===== src/hw/gosc_pkg.sv =====
// constants and types shared by the gpio output set/clear block
package gosc_pkg;

    // ------------------------------------------------------------
    // kinds of latch update
    // ------------------------------------------------------------
    typedef enum logic [1:0] {
        GOSC_ACC_NONE = 2'b00,
        GOSC_ACC_SET  = 2'b01,
        GOSC_ACC_CLR  = 2'b10
    } gosc_access_t;

    // ------------------------------------------------------------
    // fast view word and byte addresses (byte and half registers share the word decode)
    // ------------------------------------------------------------
    localparam logic [31:0] GOSC_F0_MASK     = 32'h3FFF_C010;
    localparam logic [31:0] GOSC_F0_SET      = 32'h3FFF_C018;
    localparam logic [31:0] GOSC_F0_SET_B1   = 32'h3FFF_C019;
    localparam logic [31:0] GOSC_F0_SET_B2   = 32'h3FFF_C01A;
    localparam logic [31:0] GOSC_F0_SET_B3   = 32'h3FFF_C01B;
    localparam logic [31:0] GOSC_F0_CLR      = 32'h3FFF_C01C;
    localparam logic [31:0] GOSC_F1_MASK     = 32'h3FFF_C030;
    localparam logic [31:0] GOSC_F1_SET      = 32'h3FFF_C038;
    localparam logic [31:0] GOSC_F1_SET_B1   = 32'h3FFF_C039;
    localparam logic [31:0] GOSC_F1_SET_B2   = 32'h3FFF_C03A;
    localparam logic [31:0] GOSC_F1_SET_B3   = 32'h3FFF_C03B;
    localparam logic [31:0] GOSC_F1_CLR      = 32'h3FFF_C03C;

    // ------------------------------------------------------------
    // legacy view word addresses
    // ------------------------------------------------------------
    localparam logic [31:0] GOSC_L0_SET      = 32'hE002_8004;
    localparam logic [31:0] GOSC_L0_DIR      = 32'hE002_8008;
    localparam logic [31:0] GOSC_L0_CLR      = 32'hE002_800C;
    localparam logic [31:0] GOSC_L1_SET      = 32'hE002_8014;
    localparam logic [31:0] GOSC_L1_DIR      = 32'hE002_8018;
    localparam logic [31:0] GOSC_L1_CLR      = 32'hE002_801C;

    // ------------------------------------------------------------
    // reset values and byte-lane patterns
    // ------------------------------------------------------------
    localparam logic [31:0] GOSC_OUT_RST     = 32'h0000_0000;
    localparam logic [31:0] GOSC_MASK_RST    = 32'h0000_0000;
    localparam logic [31:0] GOSC_DIR_RST     = 32'h0000_0000;
    localparam logic [31:0] GOSC_ZERO        = 32'h0000_0000;
    localparam logic [31:0] GOSC_ONES        = 32'hFFFF_FFFF;
    localparam logic [31:0] GOSC_LANE1_BITS  = 32'h0000_FF00;
    localparam logic [3:0]  GOSC_STRB_WORD   = 4'hF;
    localparam logic [3:0]  GOSC_STRB_HALF_L = 4'h3;
    localparam logic [3:0]  GOSC_STRB_HALF_U = 4'hC;
    localparam logic [3:0]  GOSC_STRB_B0     = 4'h1;
    localparam logic [3:0]  GOSC_STRB_B1     = 4'h2;
    localparam logic [3:0]  GOSC_STRB_B2     = 4'h4;
    localparam logic [3:0]  GOSC_STRB_B3     = 4'h8;
    localparam int          GOSC_LANES       = 4;
    localparam int          GOSC_LANE_W      = 8;
    localparam int          GOSC_PORTS       = 2;

endpackage


===== src/hw/gosc_out_latch.sv =====
// output latch of one gpio port with set/clear and fast mask gating
`timescale 1ns/100ps
module gosc_out_latch (
    input  wire logic                  ref_clk,
    input  wire logic                  srst,
    input  wire gosc_pkg::gosc_access_t wr_kind,
    input  wire logic                  wr_fast,
    input  wire logic [31:0]           wr_bits,
    input  wire logic [31:0]           fast_mask,
    input  wire logic [31:0]           pin_out_en,
    output logic      [31:0]           latch
);

    // ------------------------------------------------------------
    // bits a write may touch
    // ------------------------------------------------------------
    logic [31:0] effect;
    logic [31:0] next_latch;

    // only output pins, and on the fast view only unmasked ones
    assign effect = wr_bits & pin_out_en
                  & (wr_fast ? ~fast_mask : gosc_pkg::GOSC_ONES); // see

    // set ors ones in, clear knocks them out, zeros keep
    always_comb begin
        next_latch = latch;
        if (wr_kind == gosc_pkg::GOSC_ACC_SET) begin
            next_latch = latch | effect;
        end else if (wr_kind == gosc_pkg::GOSC_ACC_CLR) begin
            next_latch = latch & ~effect;       // see
        end
    end

    // latch holds both the pin level and the set readback
    always_ff @(posedge ref_clk) begin
        if (srst) begin
            latch <= gosc_pkg::GOSC_OUT_RST;
        end else begin
            latch <= next_latch;
        end
    end

    // ------------------------------------------------------------
    // checks
    // ------------------------------------------------------------
    chk_set_drives_high: assert property (@(posedge ref_clk) disable iff (srst)
        wr_kind == gosc_pkg::GOSC_ACC_SET |=> (latch & $past(effect)) == $past(effect))
        else $error("set write did not raise its pins");
    chk_clear_drives_low: assert property (@(posedge ref_clk) disable iff (srst)
        wr_kind == gosc_pkg::GOSC_ACC_CLR |=> (latch & $past(effect)) == gosc_pkg::GOSC_ZERO)
        else $error("clear write did not lower its pins");
    chk_untouched_bits_keep: assert property (@(posedge ref_clk) disable iff (srst)
        1'b1 |=> ((latch ^ $past(latch)) & ~$past(effect)) == gosc_pkg::GOSC_ZERO)
        else $error("latch bit changed without a written one");
    chk_input_pins_keep: assert property (@(posedge ref_clk) disable iff (srst)
        1'b1 |=> ((latch ^ $past(latch)) & ~$past(pin_out_en)) == gosc_pkg::GOSC_ZERO)
        else $error("input or secondary pin latch changed");
    chk_masked_bits_keep: assert property (@(posedge ref_clk) disable iff (srst)
        wr_fast |=> ((latch ^ $past(latch)) & $past(fast_mask)) == gosc_pkg::GOSC_ZERO)
        else $error("masked pin changed by a fast write");

endmodule


===== src/hw/gosc_top.sv =====
// apb register block for gpio output set/clear on two 32-bit ports
//
// How it works
// a one written to clear drives the output pin low and clears the set bit
// zero bits in a clear write leave pin and set bit unchanged
// clear writes do nothing to input or secondary-function pins
// fast set writes only touch pins their own port's mask allows
// fast clear writes are gated by their own port's mask too
// legacy port 0 set register, word wide, bit n is pin n, resets zero
// legacy port 1 set register, word wide, bit n is pin n, resets zero
// fast port 0 set register, word wide, bit n is pin n, resets zero
// fast port 1 set register, word wide, bit n is pin n, resets zero
// fast word set is word access; byte and half views do the same set
// port 0 byte set registers: byte k covers pins 8k to 8k+7
// port 0 low and high half set registers cover pins 0-15 and 16-31
// port 1 byte set registers: byte k covers pins 8k to 8k+7
// port 1 low and high half set registers cover pins 0-15 and 16-31
// legacy port 0 clear register, word wide, resets zero
// legacy port 1 clear register, word wide, resets zero
// fast port 0 clear register, word wide, resets zero
// a one written to set drives output pins high; zeros and inputs untouched
// reading set returns the stored output latch, not the pin level
// fast accesses act only on pins whose mask bit is zero
// masked pins ignore ones written through fast set or clear
`timescale 1ns/100ps
module gosc_top (
    input  wire logic        ref_clk,
    input  wire logic        srst,
    input  wire logic        psel,
    input  wire logic        penable,
    input  wire logic        pwrite,
    input  wire logic [31:0] paddr,
    input  wire logic [31:0] pwdata,
    input  wire logic [3:0]  pstrb,
    output logic      [31:0] prdata,
    output logic             pready,
    output logic             pslverr,
    input  wire logic [31:0] gpio0_func_sel,
    input  wire logic [31:0] gpio1_func_sel,
    output logic      [31:0] gpio0_out,
    output logic      [31:0] gpio0_oe,
    output logic      [31:0] gpio1_out,
    output logic      [31:0] gpio1_oe
);

    // ------------------------------------------------------------
    // storage and decode signals
    // ------------------------------------------------------------
    logic [31:0]            dir_q     [gosc_pkg::GOSC_PORTS];
    logic [31:0]            mask_q    [gosc_pkg::GOSC_PORTS];
    logic [31:0]            latch     [gosc_pkg::GOSC_PORTS];
    logic [31:0]            func_sel  [gosc_pkg::GOSC_PORTS];
    logic [31:0]            out_en    [gosc_pkg::GOSC_PORTS];
    gosc_pkg::gosc_access_t port_kind [gosc_pkg::GOSC_PORTS];
    logic [31:0]            addr_word;
    logic [31:0]            lane_bits;
    logic [31:0]            wr_bits;
    logic                   dec_hit;
    logic                   dec_port;
    logic                   dec_fast;
    logic                   dec_mask;
    logic                   dec_dir;
    gosc_pkg::gosc_access_t dec_kind;
    logic                   strb_fast_ok;
    logic                   strb_word_ok;
    logic                   dec_err;
    logic                   setup_ph;
    logic                   wr_ok;
    logic [31:0]            next_rdata;
    logic                   err_q;

    // ------------------------------------------------------------
    // apb phases
    // ------------------------------------------------------------
    // zero wait states: every access phase completes at once
    assign pready    = 1'b1;
    assign setup_ph  = psel & ~penable;
    assign addr_word = {paddr[31:2], 2'b00};
    assign pslverr   = err_q & psel & penable;
    // a write lands at the single edge that completes the access
    assign wr_ok     = psel & penable & pwrite & ~dec_err;

    // ------------------------------------------------------------
    // byte lanes
    // ------------------------------------------------------------
    // one byte of bit enables per strobe
    genvar k;
    generate
        for (k = 0; k < gosc_pkg::GOSC_LANES; k++) begin : g_lane
            assign lane_bits[k*gosc_pkg::GOSC_LANE_W +: gosc_pkg::GOSC_LANE_W] =
                {gosc_pkg::GOSC_LANE_W{pstrb[k]}}; // see
        end
    endgenerate

    // sub-word views hit only their own pins
    assign wr_bits = pwdata & lane_bits;   // see see

    // byte, half or word strobes are legal on the fast view
    always_comb begin
        unique case (pstrb)
            gosc_pkg::GOSC_STRB_B0,
            gosc_pkg::GOSC_STRB_B1,
            gosc_pkg::GOSC_STRB_B2,
            gosc_pkg::GOSC_STRB_B3,
            gosc_pkg::GOSC_STRB_HALF_L,
            gosc_pkg::GOSC_STRB_HALF_U,
            gosc_pkg::GOSC_STRB_WORD: strb_fast_ok = 1'b1;
            default:                  strb_fast_ok = 1'b0;
        endcase
    end

    // legacy view takes whole words only
    assign strb_word_ok = (pstrb == gosc_pkg::GOSC_STRB_WORD);

    // ------------------------------------------------------------
    // address decode
    // ------------------------------------------------------------
    // map the word address to port, view and register kind
    always_comb begin
        dec_hit  = 1'b1;
        dec_port = 1'b0;
        dec_fast = 1'b0;
        dec_mask = 1'b0;
        dec_dir  = 1'b0;
        dec_kind = gosc_pkg::GOSC_ACC_NONE;
        case (addr_word)
            gosc_pkg::GOSC_F0_MASK: begin
                dec_fast = 1'b1;
                dec_mask = 1'b1;
            end
            gosc_pkg::GOSC_F0_SET: begin
                dec_fast = 1'b1;
                dec_kind = gosc_pkg::GOSC_ACC_SET;     // see see
            end
            gosc_pkg::GOSC_F0_CLR: begin
                dec_fast = 1'b1;
                dec_kind = gosc_pkg::GOSC_ACC_CLR;
            end
            gosc_pkg::GOSC_F1_MASK: begin
                dec_port = 1'b1;
                dec_fast = 1'b1;
                dec_mask = 1'b1;
            end
            gosc_pkg::GOSC_F1_SET: begin
                dec_port = 1'b1;
                dec_fast = 1'b1;
                dec_kind = gosc_pkg::GOSC_ACC_SET;     // see see
            end
            gosc_pkg::GOSC_F1_CLR: begin
                dec_port = 1'b1;
                dec_fast = 1'b1;
                dec_kind = gosc_pkg::GOSC_ACC_CLR;
            end
            gosc_pkg::GOSC_L0_SET: begin
                dec_kind = gosc_pkg::GOSC_ACC_SET;
            end
            gosc_pkg::GOSC_L0_DIR: begin
                dec_dir  = 1'b1;
            end
            gosc_pkg::GOSC_L0_CLR: begin
                dec_kind = gosc_pkg::GOSC_ACC_CLR;
            end
            gosc_pkg::GOSC_L1_SET: begin
                dec_port = 1'b1;
                dec_kind = gosc_pkg::GOSC_ACC_SET;
            end
            gosc_pkg::GOSC_L1_DIR: begin
                dec_port = 1'b1;
                dec_dir  = 1'b1;
            end
            gosc_pkg::GOSC_L1_CLR: begin
                dec_port = 1'b1;
                dec_kind = gosc_pkg::GOSC_ACC_CLR;
            end
            default: begin
                dec_hit  = 1'b0;
            end
        endcase
    end

    // unmapped address, or bad strobes on a write, is refused
    assign dec_err = ~dec_hit
                   | (pwrite & (dec_fast ? ~strb_fast_ok : ~strb_word_ok));

    // ------------------------------------------------------------
    // read data
    // ------------------------------------------------------------
    // set reads the latch; clear registers read as zero
    always_comb begin
        next_rdata = gosc_pkg::GOSC_ZERO;
        if (!dec_err) begin
            if (dec_mask) begin
                next_rdata = mask_q[dec_port];
            end else if (dec_dir) begin
                next_rdata = dir_q[dec_port];
            end else if (dec_kind == gosc_pkg::GOSC_ACC_SET) begin
                next_rdata = latch[dec_port];
            end
        end
    end

    // read data and error captured in the setup phase
    always_ff @(posedge ref_clk) begin
        if (srst) begin
            prdata <= gosc_pkg::GOSC_ZERO;
            err_q  <= 1'b0;
        end else if (setup_ph) begin
            prdata <= pwrite ? gosc_pkg::GOSC_ZERO : next_rdata;
            err_q  <= dec_err;
        end
    end

    // ------------------------------------------------------------
    // per-port control and output latch
    // ------------------------------------------------------------
    assign func_sel[0] = gpio0_func_sel;
    assign func_sel[1] = gpio1_func_sel;

    genvar p;
    generate
        for (p = 0; p < gosc_pkg::GOSC_PORTS; p++) begin : g_port
            // direction register, word writes on the legacy view
            always_ff @(posedge ref_clk) begin
                if (srst) begin
                    dir_q[p] <= gosc_pkg::GOSC_DIR_RST;
                end else if (wr_ok && dec_dir && (dec_port == 1'(p))) begin
                    dir_q[p] <= pwdata;
                end
            end

            // fast mask register, byte lanes merged in
            always_ff @(posedge ref_clk) begin
                if (srst) begin
                    mask_q[p] <= gosc_pkg::GOSC_MASK_RST;
                end else if (wr_ok && dec_mask && (dec_port == 1'(p))) begin
                    mask_q[p] <= (mask_q[p] & ~lane_bits) | wr_bits;
                end
            end

            // gpio output pins, not handed to a secondary function
            assign out_en[p] = dir_q[p] & ~func_sel[p];

            // set or clear request for this port only
            assign port_kind[p] = (wr_ok && (dec_port == 1'(p)))
                                ? dec_kind : gosc_pkg::GOSC_ACC_NONE;

            gosc_out_latch u_latch (
                .ref_clk    (ref_clk),
                .srst       (srst),
                .wr_kind    (port_kind[p]),
                .wr_fast    (dec_fast),              // see
                .wr_bits    (wr_bits),
                .fast_mask  (mask_q[p]),
                .pin_out_en (out_en[p]),
                .latch      (latch[p])
            );
        end
    endgenerate

    // ------------------------------------------------------------
    // pins
    // ------------------------------------------------------------
    assign gpio0_out = latch[0];
    assign gpio1_out = latch[1];
    assign gpio0_oe  = out_en[0];
    assign gpio1_oe  = out_en[1];

    // ------------------------------------------------------------
    // checks
    // ------------------------------------------------------------
    // reset empties both output latches
    chk_reset_clears_out: assert property (@(posedge ref_clk) // see
        srst |=> (gpio0_out == gosc_pkg::GOSC_OUT_RST) && (gpio1_out == gosc_pkg::GOSC_OUT_RST))
        else $error("outputs not zero after reset");

    // set reads show the latch, not the pins
    chk_set_readback: assert property (@(posedge ref_clk) disable iff (srst)
        psel && penable && !pwrite && !pslverr && (addr_word == gosc_pkg::GOSC_L1_SET)
        |-> prdata == gpio1_out)
        else $error("set readback differs from latch");

    // a byte write stays inside its lane
    chk_byte_lane_only: assert property (@(posedge ref_clk) disable iff (srst)
        psel && penable && pwrite && (addr_word == gosc_pkg::GOSC_F0_SET)
        && (pstrb == gosc_pkg::GOSC_STRB_B1)
        |=> ((gpio0_out ^ $past(gpio0_out)) & ~gosc_pkg::GOSC_LANE1_BITS) == gosc_pkg::GOSC_ZERO)
        else $error("byte set changed pins outside its lane");

    // legacy views refuse partial words
    chk_legacy_word_only: assert property (@(posedge ref_clk) disable iff (srst)
        setup_ph && pwrite && (addr_word == gosc_pkg::GOSC_L0_CLR) && !strb_word_ok
        ##1 psel && penable |-> pslverr ##1 $stable(gpio0_out))
        else $error("partial legacy write not refused");

    // port 0 clear leaves port 1 alone
    chk_port_isolation: assert property (@(posedge ref_clk) disable iff (srst)
        psel && penable && pwrite && (addr_word == gosc_pkg::GOSC_F0_CLR)
        |=> $stable(gpio1_out))
        else $error("port 0 write changed port 1");

    // a refused write leaves both ports as they were
    chk_refused_keeps: assert property (@(posedge ref_clk) disable iff (srst)
        psel && penable && pwrite && pslverr
        |=> $stable(gpio0_out) && $stable(gpio1_out))
        else $error("refused write changed an output");

    // masked port 1 pins survive a fast set
    chk_port1_mask_gates: assert property (@(posedge ref_clk) disable iff (srst)
        psel && penable && pwrite && !pslverr && (addr_word == gosc_pkg::GOSC_F1_SET)
        |=> ((gpio1_out ^ $past(gpio1_out)) & $past(mask_q[1])) == gosc_pkg::GOSC_ZERO)
        else $error("fast set changed a masked port 1 pin");

    // masked port 0 pins survive a fast clear
    chk_fast_clr_masked: assert property (@(posedge ref_clk) disable iff (srst)
        psel && penable && pwrite && !pslverr && (addr_word == gosc_pkg::GOSC_F0_CLR)
        |=> ((gpio0_out ^ $past(gpio0_out)) & $past(mask_q[0])) == gosc_pkg::GOSC_ZERO)
        else $error("fast clear changed a masked port 0 pin");

    // a legacy set raises every written output pin
    chk_legacy_set_high: assert property (@(posedge ref_clk) disable iff (srst)
        psel && penable && pwrite && !pslverr && (addr_word == gosc_pkg::GOSC_L1_SET)
        |=> (gpio1_out & $past(pwdata & gpio1_oe)) == $past(pwdata & gpio1_oe))
        else $error("legacy set missed a port 1 pin");

    // reset also quiets read data, error and drive enables
    chk_reset_quiet_bus: assert property (@(posedge ref_clk)
        srst |=> (prdata == gosc_pkg::GOSC_ZERO) && !pslverr
                 && (gpio0_oe == gosc_pkg::GOSC_ZERO) && (gpio1_oe == gosc_pkg::GOSC_ZERO))
        else $error("bus or enables not quiet after reset");

    // main scenarios worth seeing
    cov_fast_byte_set: cover property (@(posedge ref_clk) disable iff (srst)
        wr_ok && dec_fast && (dec_kind == gosc_pkg::GOSC_ACC_SET)
        && (pstrb == gosc_pkg::GOSC_STRB_B2));
    cov_legacy_clear: cover property (@(posedge ref_clk) disable iff (srst)
        wr_ok && !dec_fast && (dec_kind == gosc_pkg::GOSC_ACC_CLR) && (gpio0_out != 32'h0));
    cov_masked_write: cover property (@(posedge ref_clk) disable iff (srst)
        wr_ok && dec_fast && ((wr_bits & mask_q[1]) != 32'h0));
    cov_slave_error: cover property (@(posedge ref_clk) disable iff (srst)
        pslverr);
    cov_port1_half_set: cover property (@(posedge ref_clk) disable iff (srst)
        wr_ok && dec_fast && dec_port && (pstrb == gosc_pkg::GOSC_STRB_HALF_U));

endmodule


===== config.mk =====
export PLATFORM = sky130hd
export DESIGN_NAME = gosc_top
export DESIGN_NICKNAME = d
export VERILOG_FILES = /design/src/hw/gosc_pkg.sv /design/src/hw/gosc_out_latch.sv /design/src/hw/gosc_top.sv
export SDC_FILE = /design/constraint.sdc
export NUM_CORES = 1
export LEC_CHECK = 0
export BUFFER_PORTS_ARGS = -buffer_cell sky130_fd_sc_hd__buf_2
export CAP_MARGIN = 20
export CORE_MARGIN = 2
export CORE_UTILIZATION = 50
export CTS_CLUSTER_SIZE = 30
export DETAILED_ROUTE_END_ITERATION = 10
export GPL_TIMING_DRIVEN = 1
export PLACE_DENSITY = 0.75
export SETUP_SLACK_MARGIN = 0.05
export SYNTH_ARGS = -nofsm -noshare
export SYNTH_HDL_FRONTEND = slang
export SYNTH_SLANG_ARGS = --single-unit

===== constraint.sdc =====
create_clock -name ref_clk -period 9.4 [get_ports ref_clk]
set_clock_uncertainty 0.1 [all_clocks]
set_input_delay 1.88 -clock ref_clk [delete_from_list [all_inputs] [get_ports ref_clk]]
set_output_delay 1.88 -clock ref_clk [all_outputs]
set_load 0.005 [all_outputs]

==> results of run 1 <==
## metal layers
| metal | track usage (%) | part of all wire, % | vias up | wire length [um] |
|---|---|---|---|---|
| met1 | 42.6 | 39 | 5874 | 17100 |
| met2 | 53.3 | 46 | 887 | 20300 |
| met5 | 0 | 0 | - | 0 |
| met4 | 14.0 | 3.8 | 0 | 1670 |
| met3 | 5.90 | 12 | 142 | 5290 |
| li1 | - | - | 5536 | - |
## synthesized netlist by cell type, types with 2 or more instances
cell type  number  area, sq um
o21ai_0        99          495
nor4_4          3         63.8
nor2b_1        71          444
and3_1          3         18.8
nand2b_1       66          413
nor2_1        102          383
nand4_1         5         31.3
dfxtp_1        97         1940
buf_1           4         15.0
o211a_1         3         30.0
and2_1         97          607
buf_6           7         78.8
mux2i_1        64          641
nor3_1          5         25.0
and4_1          2         17.5
o21bai_1        4         30.0
o32a_1         32          320
nor4_2          2         25.0
ha_1            2         25.0
clkbuf_1       93          349
o21ai_1         2         10.0
nor4_1          3         18.8
a21oi_1       193          966
buf_2          13         65.1
a21o_1          2         15.0
nand3_1       130          651
nor4b_2         2         30.0
nand4b_1        2         17.5
nand2_1       139          522
a31oi_1        32          200
edfxtp_1      128         3840
## worst paths after layout
| path | from | end | cells past startpoint |
|---|---|---|---|
| hold / removal | register | register | 2 |
| setup / recovery | paddr[30] | register | 13 |
| hold reg to reg | register | register | 2 |
| setup reg to reg | dir_q[0][1]$_SDFFCE_PN0P_ | register | 5 |
## worst min-delay path: stages, from the launching register on
cell and delay [ps]:
dfxtp_1 340, mux2i_1 70, nor2_1 70
## kinds of logic after synthesis
group / count (synthesis)
simple gates: 644
compound gates: 373
flops: 225
buf+inv: 119
mux: 64
fa+ha+maj: 2
other cells: 1
## power breakdown
part / switching [mW] / total (mW) / internal [mW] / leakage, nW
sequential: 0.0193 / 1.09 / 1.07 / 2.00
clock: 0.409 / 1.01 / 0.598 / 0.411
combinational: 0.101 / 0.157 / 0.0559 / 3.39
## per-stage QoR
| step | instance area [sq um] | hold slack (ps) | utilization, % | power [mW] |
|---|---|---|---|---|
| CTS | 14900 | 418 | 61.2 | 2.24 |
| finish | 15000 | 418 | 61.3 | 2.25 |
| global placement | 14100 | 389 | 57.8 | 1.26 |
| detailed placement | 14100 | 401 | 57.8 | 1.26 |
| global route | 15000 | 448 | 61.3 | 2.30 |
| floorplan | 12500 | 401 | - | 1.17 |
## final cells by class
class                      instances  area (sq um)  share of cell area, %
timing repair buffer             311          1620                   10.8
antenna                            1          2.50                 0.0167
sequential                       225          5790                   38.7
clock inverter                     8          90.1                  0.603
tap                              324           405                   2.71
multi-input combinational       1084          6300                   42.1
inverter                           1          3.75                 0.0251
clock buffer                      38           744                   4.98
==> results.py, run 1 <==
metrics = {
    "grt": {
        "grt_max_degree": 97,
        "grt_pass1_vias": 12000,
        "antenna_found_initial": 1,
        "globalRouteTotalUtil_pct": 32.6,
        "grt_pass1_wl_mm": 66.9,
        "overflow": 0,
    },
    "timing": {
        "slew_violations": 0,
        "setup_ws_ps": 3350,
        "tns_ps": 0,
        "fin_crit_ps": 6050,
        "tightest_slew_ps": 1120,
        "max_slew_margin_pct": 25.0,
        "finalSetupViolations": 0,
        "hold_viol_final": 0,
        "rsz0062_at_grt": "no",
        "finalCritPeriodShare_pct": 64.4,
        "fmaxAchievable_ghz": 0.165,
    },
    "clock_tree": {
        "clock_latency_ps": 530,
        "cts.sinks": 225,
        "clock_path_buffers": 3,
        "cts_buffers": 25,
        "h-tree-depth": 1,
        "root_buffer": "clkbuf_16",
        "hold_buffers": 0,
        "cts-resized-gates": 0,
        "post_cts_buffers": 0,
        "clkSlewWorstSetupHoldPaths_ps": 60,
        "cts_tree": "done",
    },
    "power_and_ir_drop": {
        "p_leak_nw": 5.80,
        "vdd_drop_max_mv": 0.138,
        "power.density_mw_per_mm2": 151,
    },
    "die": {
        "fp-row-count": 57,
        "die_w_um": 162,
        "die_y_um": 162,
        "ios": 299,
        "core_area_sq_mm": 0.0244,
        "start_util_pct": 51.2,
        "die-area_sq_mm": 0.0262,
    },
    "synth": {
        "netlist_instances": 1428,
        "synth_top_family_by_area": "simple AND/OR/NAND/NOR gates",
        "yosysUniqueCellTypes": 52,
        "yosysSeqAreaShare_pct": 46.4,
        "ys_async_sr_fraction_pct": 0,
        "synthesis.area_sq_mm": 0.0125,
        "synth_edf_count": 128,
        "synth-compound-area-share_pct": 17.1,
        "syn_area_per_cell_sq_um": 8.74,
        "yosys.area_share.simple_pct": 27.0,
        "synthMuxAreaShare_pct": 5.13,
        "yosysWarningCount": 0,
        "synthAdderAreaFrac_pct": 0.201,
        "synth_xor_area_share_pct": 0,
        "syn_nets": 1567,
        "synthFlopType": "edfxtp_1",
        "ys_ff_latch": 225,
    },
    "route": {
        "drtIter0Drc": 1617,
        "via_count": 12400,
        "ant_nets": 0,
        "wl_per_cell_um": 22.3,
        "wirelength_mm": 44.4,
        "viasPerCell": 6.24,
        "first_pass_iters": 5,
        "drc": 0,
    },
    "run_status": {
        "status": "finished, final reports clean",
    },
    "cells_and_area": {
        "stdcell_count": 1992,
        "final_cell_mix": "buf_2 (294), a21oi_1 (193), nand2_1 (139), nand3_1 (130), edfxtp_1 (128)",
        "final_common_cell": "buf_2",
        "final.fill_count": 2142,
        "fin_nets": 1787,
        "syn2layout_area_growth_pct": 19.8,
        "layout-drive-gt1-share_pct": 22.8,
    },
    "setup_path": {
        "path_max_fanout": 65,
        "critPathKind": "in2reg",
        "endpoint_kind": "register",
        "max_stage_delay_ps": 860,
        "worstPathArrival_ps": 6330,
        "r2r_slack_ps": 7910,
        "required_ps": 9680,
        "cp_cell_sequence": "buf_2, nand4b_1, nor4_1, o211a_4, nand2_1, nand3_1, nor2_1, ha_2, nor2b_1, nand3_1, a21oi_1, mux2i_1, nor2_1",
        "path_buf_inv": 1,
        "crit_family": "simple AND/OR/NAND/NOR gates",
        "cp-start-kind": "primary input",
        "slowest_stage": "o211a_4",
    },
    "place": {
        "dp.cells": 1944,
        "port_buffers": 295,
        "place_congestion": 0.867,
        "place_ws_ps": 2980,
        "dpl.hpwl_mm": 26.3,
    },
    "worst_hold_path": {
        "hold_class": "reg2reg",
    },
    "flow_run": {
        "maxCapViolations": 0,
    },
}
Power figures use the tool's default switching activity.
==> run 2, diff against run 1 <==
==> constraint.sdc (replaced) <==
create_clock -name ref_clk -period 5.6 [get_ports ref_clk]
set_clock_uncertainty 0.1 [all_clocks]
set_input_delay 1.12 -clock ref_clk [delete_from_list [all_inputs] [get_ports ref_clk]]
set_output_delay 1.12 -clock ref_clk [all_outputs]
set_load 0.005 [all_outputs]
==> results.py, run 2 (synthesis results as in run 1) <==
metrics = {
    "clock_tree": {
        "post_cts_buffers": 0,
        "hold_buffers": 0,
        "h-tree-depth": 1,
        "clkSlewWorstSetupHoldPaths_ps": 60,
        "cts_buffers": 25,
        "root_buffer": "clkbuf_16",
        "clock_latency_ps": 520,
        "cts.sinks": 225,
        "clock_path_buffers": 3,
        "cts-resized-gates": 0,
        "cts_tree": "done",
    },
    "route": {
        "ant_nets": 0,
        "highest_layer": "met4",
        "drc": 0,
        "via_count": 12400,
        "viasPerCell": 6.17,
        "wl_per_cell_um": 21.7,
        "wl_met2_mm": 20.0,
        "first_pass_iters": 8,
        "m1WireLength_mm": 17.3,
        "drtIter0Drc": 1290,
        "wirelength_mm": 43.6,
        "route.met3.wl_mm": 4.74,
    },
    "timing": {
        "fin_crit_ps": 4180,
        "hold_viol_final": 0,
        "finalSetupViolations": 0,
        "finalCritPeriodShare_pct": 74.6,
        "tns_ps": 0,
        "tightest_slew_ps": 1100,
        "max_slew_margin_pct": 26.7,
        "fin_hold_ws_ps": 417,
        "rsz0062_at_grt": "no",
        "setup_ws_ps": 1420,
        "slew_violations": 0,
        "fmaxAchievable_ghz": 0.239,
    },
    "die": {
        "die_w_um": 162,
        "start_util_pct": 51.2,
        "ios": 299,
        "die-area_sq_mm": 0.0262,
        "core_area_sq_mm": 0.0244,
        "die_y_um": 162,
        "fp-row-count": 57,
    },
    "cells_and_area": {
        "final_cell_mix": "buf_2 (294), a21oi_1 (193), nand2_1 (139), nand3_1 (130), edfxtp_1 (128)",
        "layout-drive-gt1-share_pct": 23.4,
        "syn2layout_area_growth_pct": 20.2,
        "multi_input_area_sq_mm": 0.00630,
        "final.fill_count": 2154,
        "register_area_sq_mm": 0.00579,
        "final_common_cell": "buf_2",
        "fin_nets": 1802,
    },
    "power_and_ir_drop": {
        "p_int_mw": 2.76,
        "power.density_mw_per_mm2": 243,
        "netSwitchingFraction_pct": 24.2,
        "p_leak_nw": 5.84,
        "vdd_drop_max_mv": 0.244,
        "switching_power_mw": 0.880,
        "seqPwrFrac_pct": 50.1,
        "combPwrFrac_pct": 7.3,
        "power.share.clock_pct": 42.6,
    },
    "setup_path": {
        "required_ps": 5890,
        "worstPathArrival_ps": 4460,
        "critPathKind": "in2reg",
        "reg2reg_depth": 5,
        "cp-start-kind": "primary input",
        "path_max_fanout": 32,
        "endpoint_kind": "register",
    },
    "flow_run": {
        "maxCapViolations": 0,
    },
    "grt": {
        "globalRouteTotalUtil_pct": 32.0,
        "grt_max_degree": 97,
        "antenna_found_initial": 2,
        "grt_pass1_wl_mm": 65.6,
        "grt_pass1_vias": 11500,
        "overflow": 0,
    },
    "place": {
        "place_congestion": 0.860,
        "dpl.hpwl_mm": 26.8,
        "port_buffers": 295,
        "place_ws_ps": 942,
    },
    "run_status": {
        "status": "finished, final reports clean",
    },
    "worst_hold_path": {
        "min_delay_path_depth": 2,
        "hold_class": "reg2reg",
    },
}
[run 2: worst paths after layout]
check | endpoint | slack (ps) | from
min reg2reg | register | 420 | register
max | register | 1420 | paddr[23]
min | register | 420 | register
max reg2reg | register | 4120 | dir_q[0][1]$_SDFFCE_PN0P_
[run 2: power by group through the flow]
stage | clock [mW] | sequential (mW) | combinational [mW]
after global placement | 0 | 1.86 | 0.259
final | 1.55 | 1.82 | 0.267
after CTS | 1.55 | 1.82 | 0.264
after detailed placement | 0 | 1.86 | 0.262
after global routing | 1.62 | 1.83 | 0.287
after floorplan | 0 | 1.85 | 0.122
[run 2: area by class of cell]
type,instances,area share [%]
clock buffers,35,4.63
diodes,2,0.0334
well taps,324,2.70
inverters,1,0.0250
multi-input cells,1084,42.0
repair buffers,326,11.6
clock inverters,11,0.442
flip-flops and latches,225,38.6
[run 2: per-layer routing]
layer	track usage, %	vias up
met5	0	-
met1	43.7	5843
met3	4.93	115
li1	-	5568
met2	51.4	866
met4	13.0	0
[run 2: worst max-delay path, cell delays in order]
cell and delay, ps:
buf_2 110, nor4b_2 340, and4_1 460, a221oi_4 120
nor2_1 460, nand3_1 340, nor2_1 180, ha_2 590
nor2_1 210, nand2_1 80, a21oi_1 190, mux2i_1 210
nor2_1 50
[run 2: through the flow]
stage	power [mW]	std cells	area (sq um)	util [%]
after global routing	3.74	2007	15000	61.5
final	3.64	2008	15000	61.5
after global placement	2.11	1959	14200	58.3
after detailed placement	2.12	1960	14200	58.3
after CTS	3.64	2006	15000	61.5
after floorplan	1.97	1428	12500	-
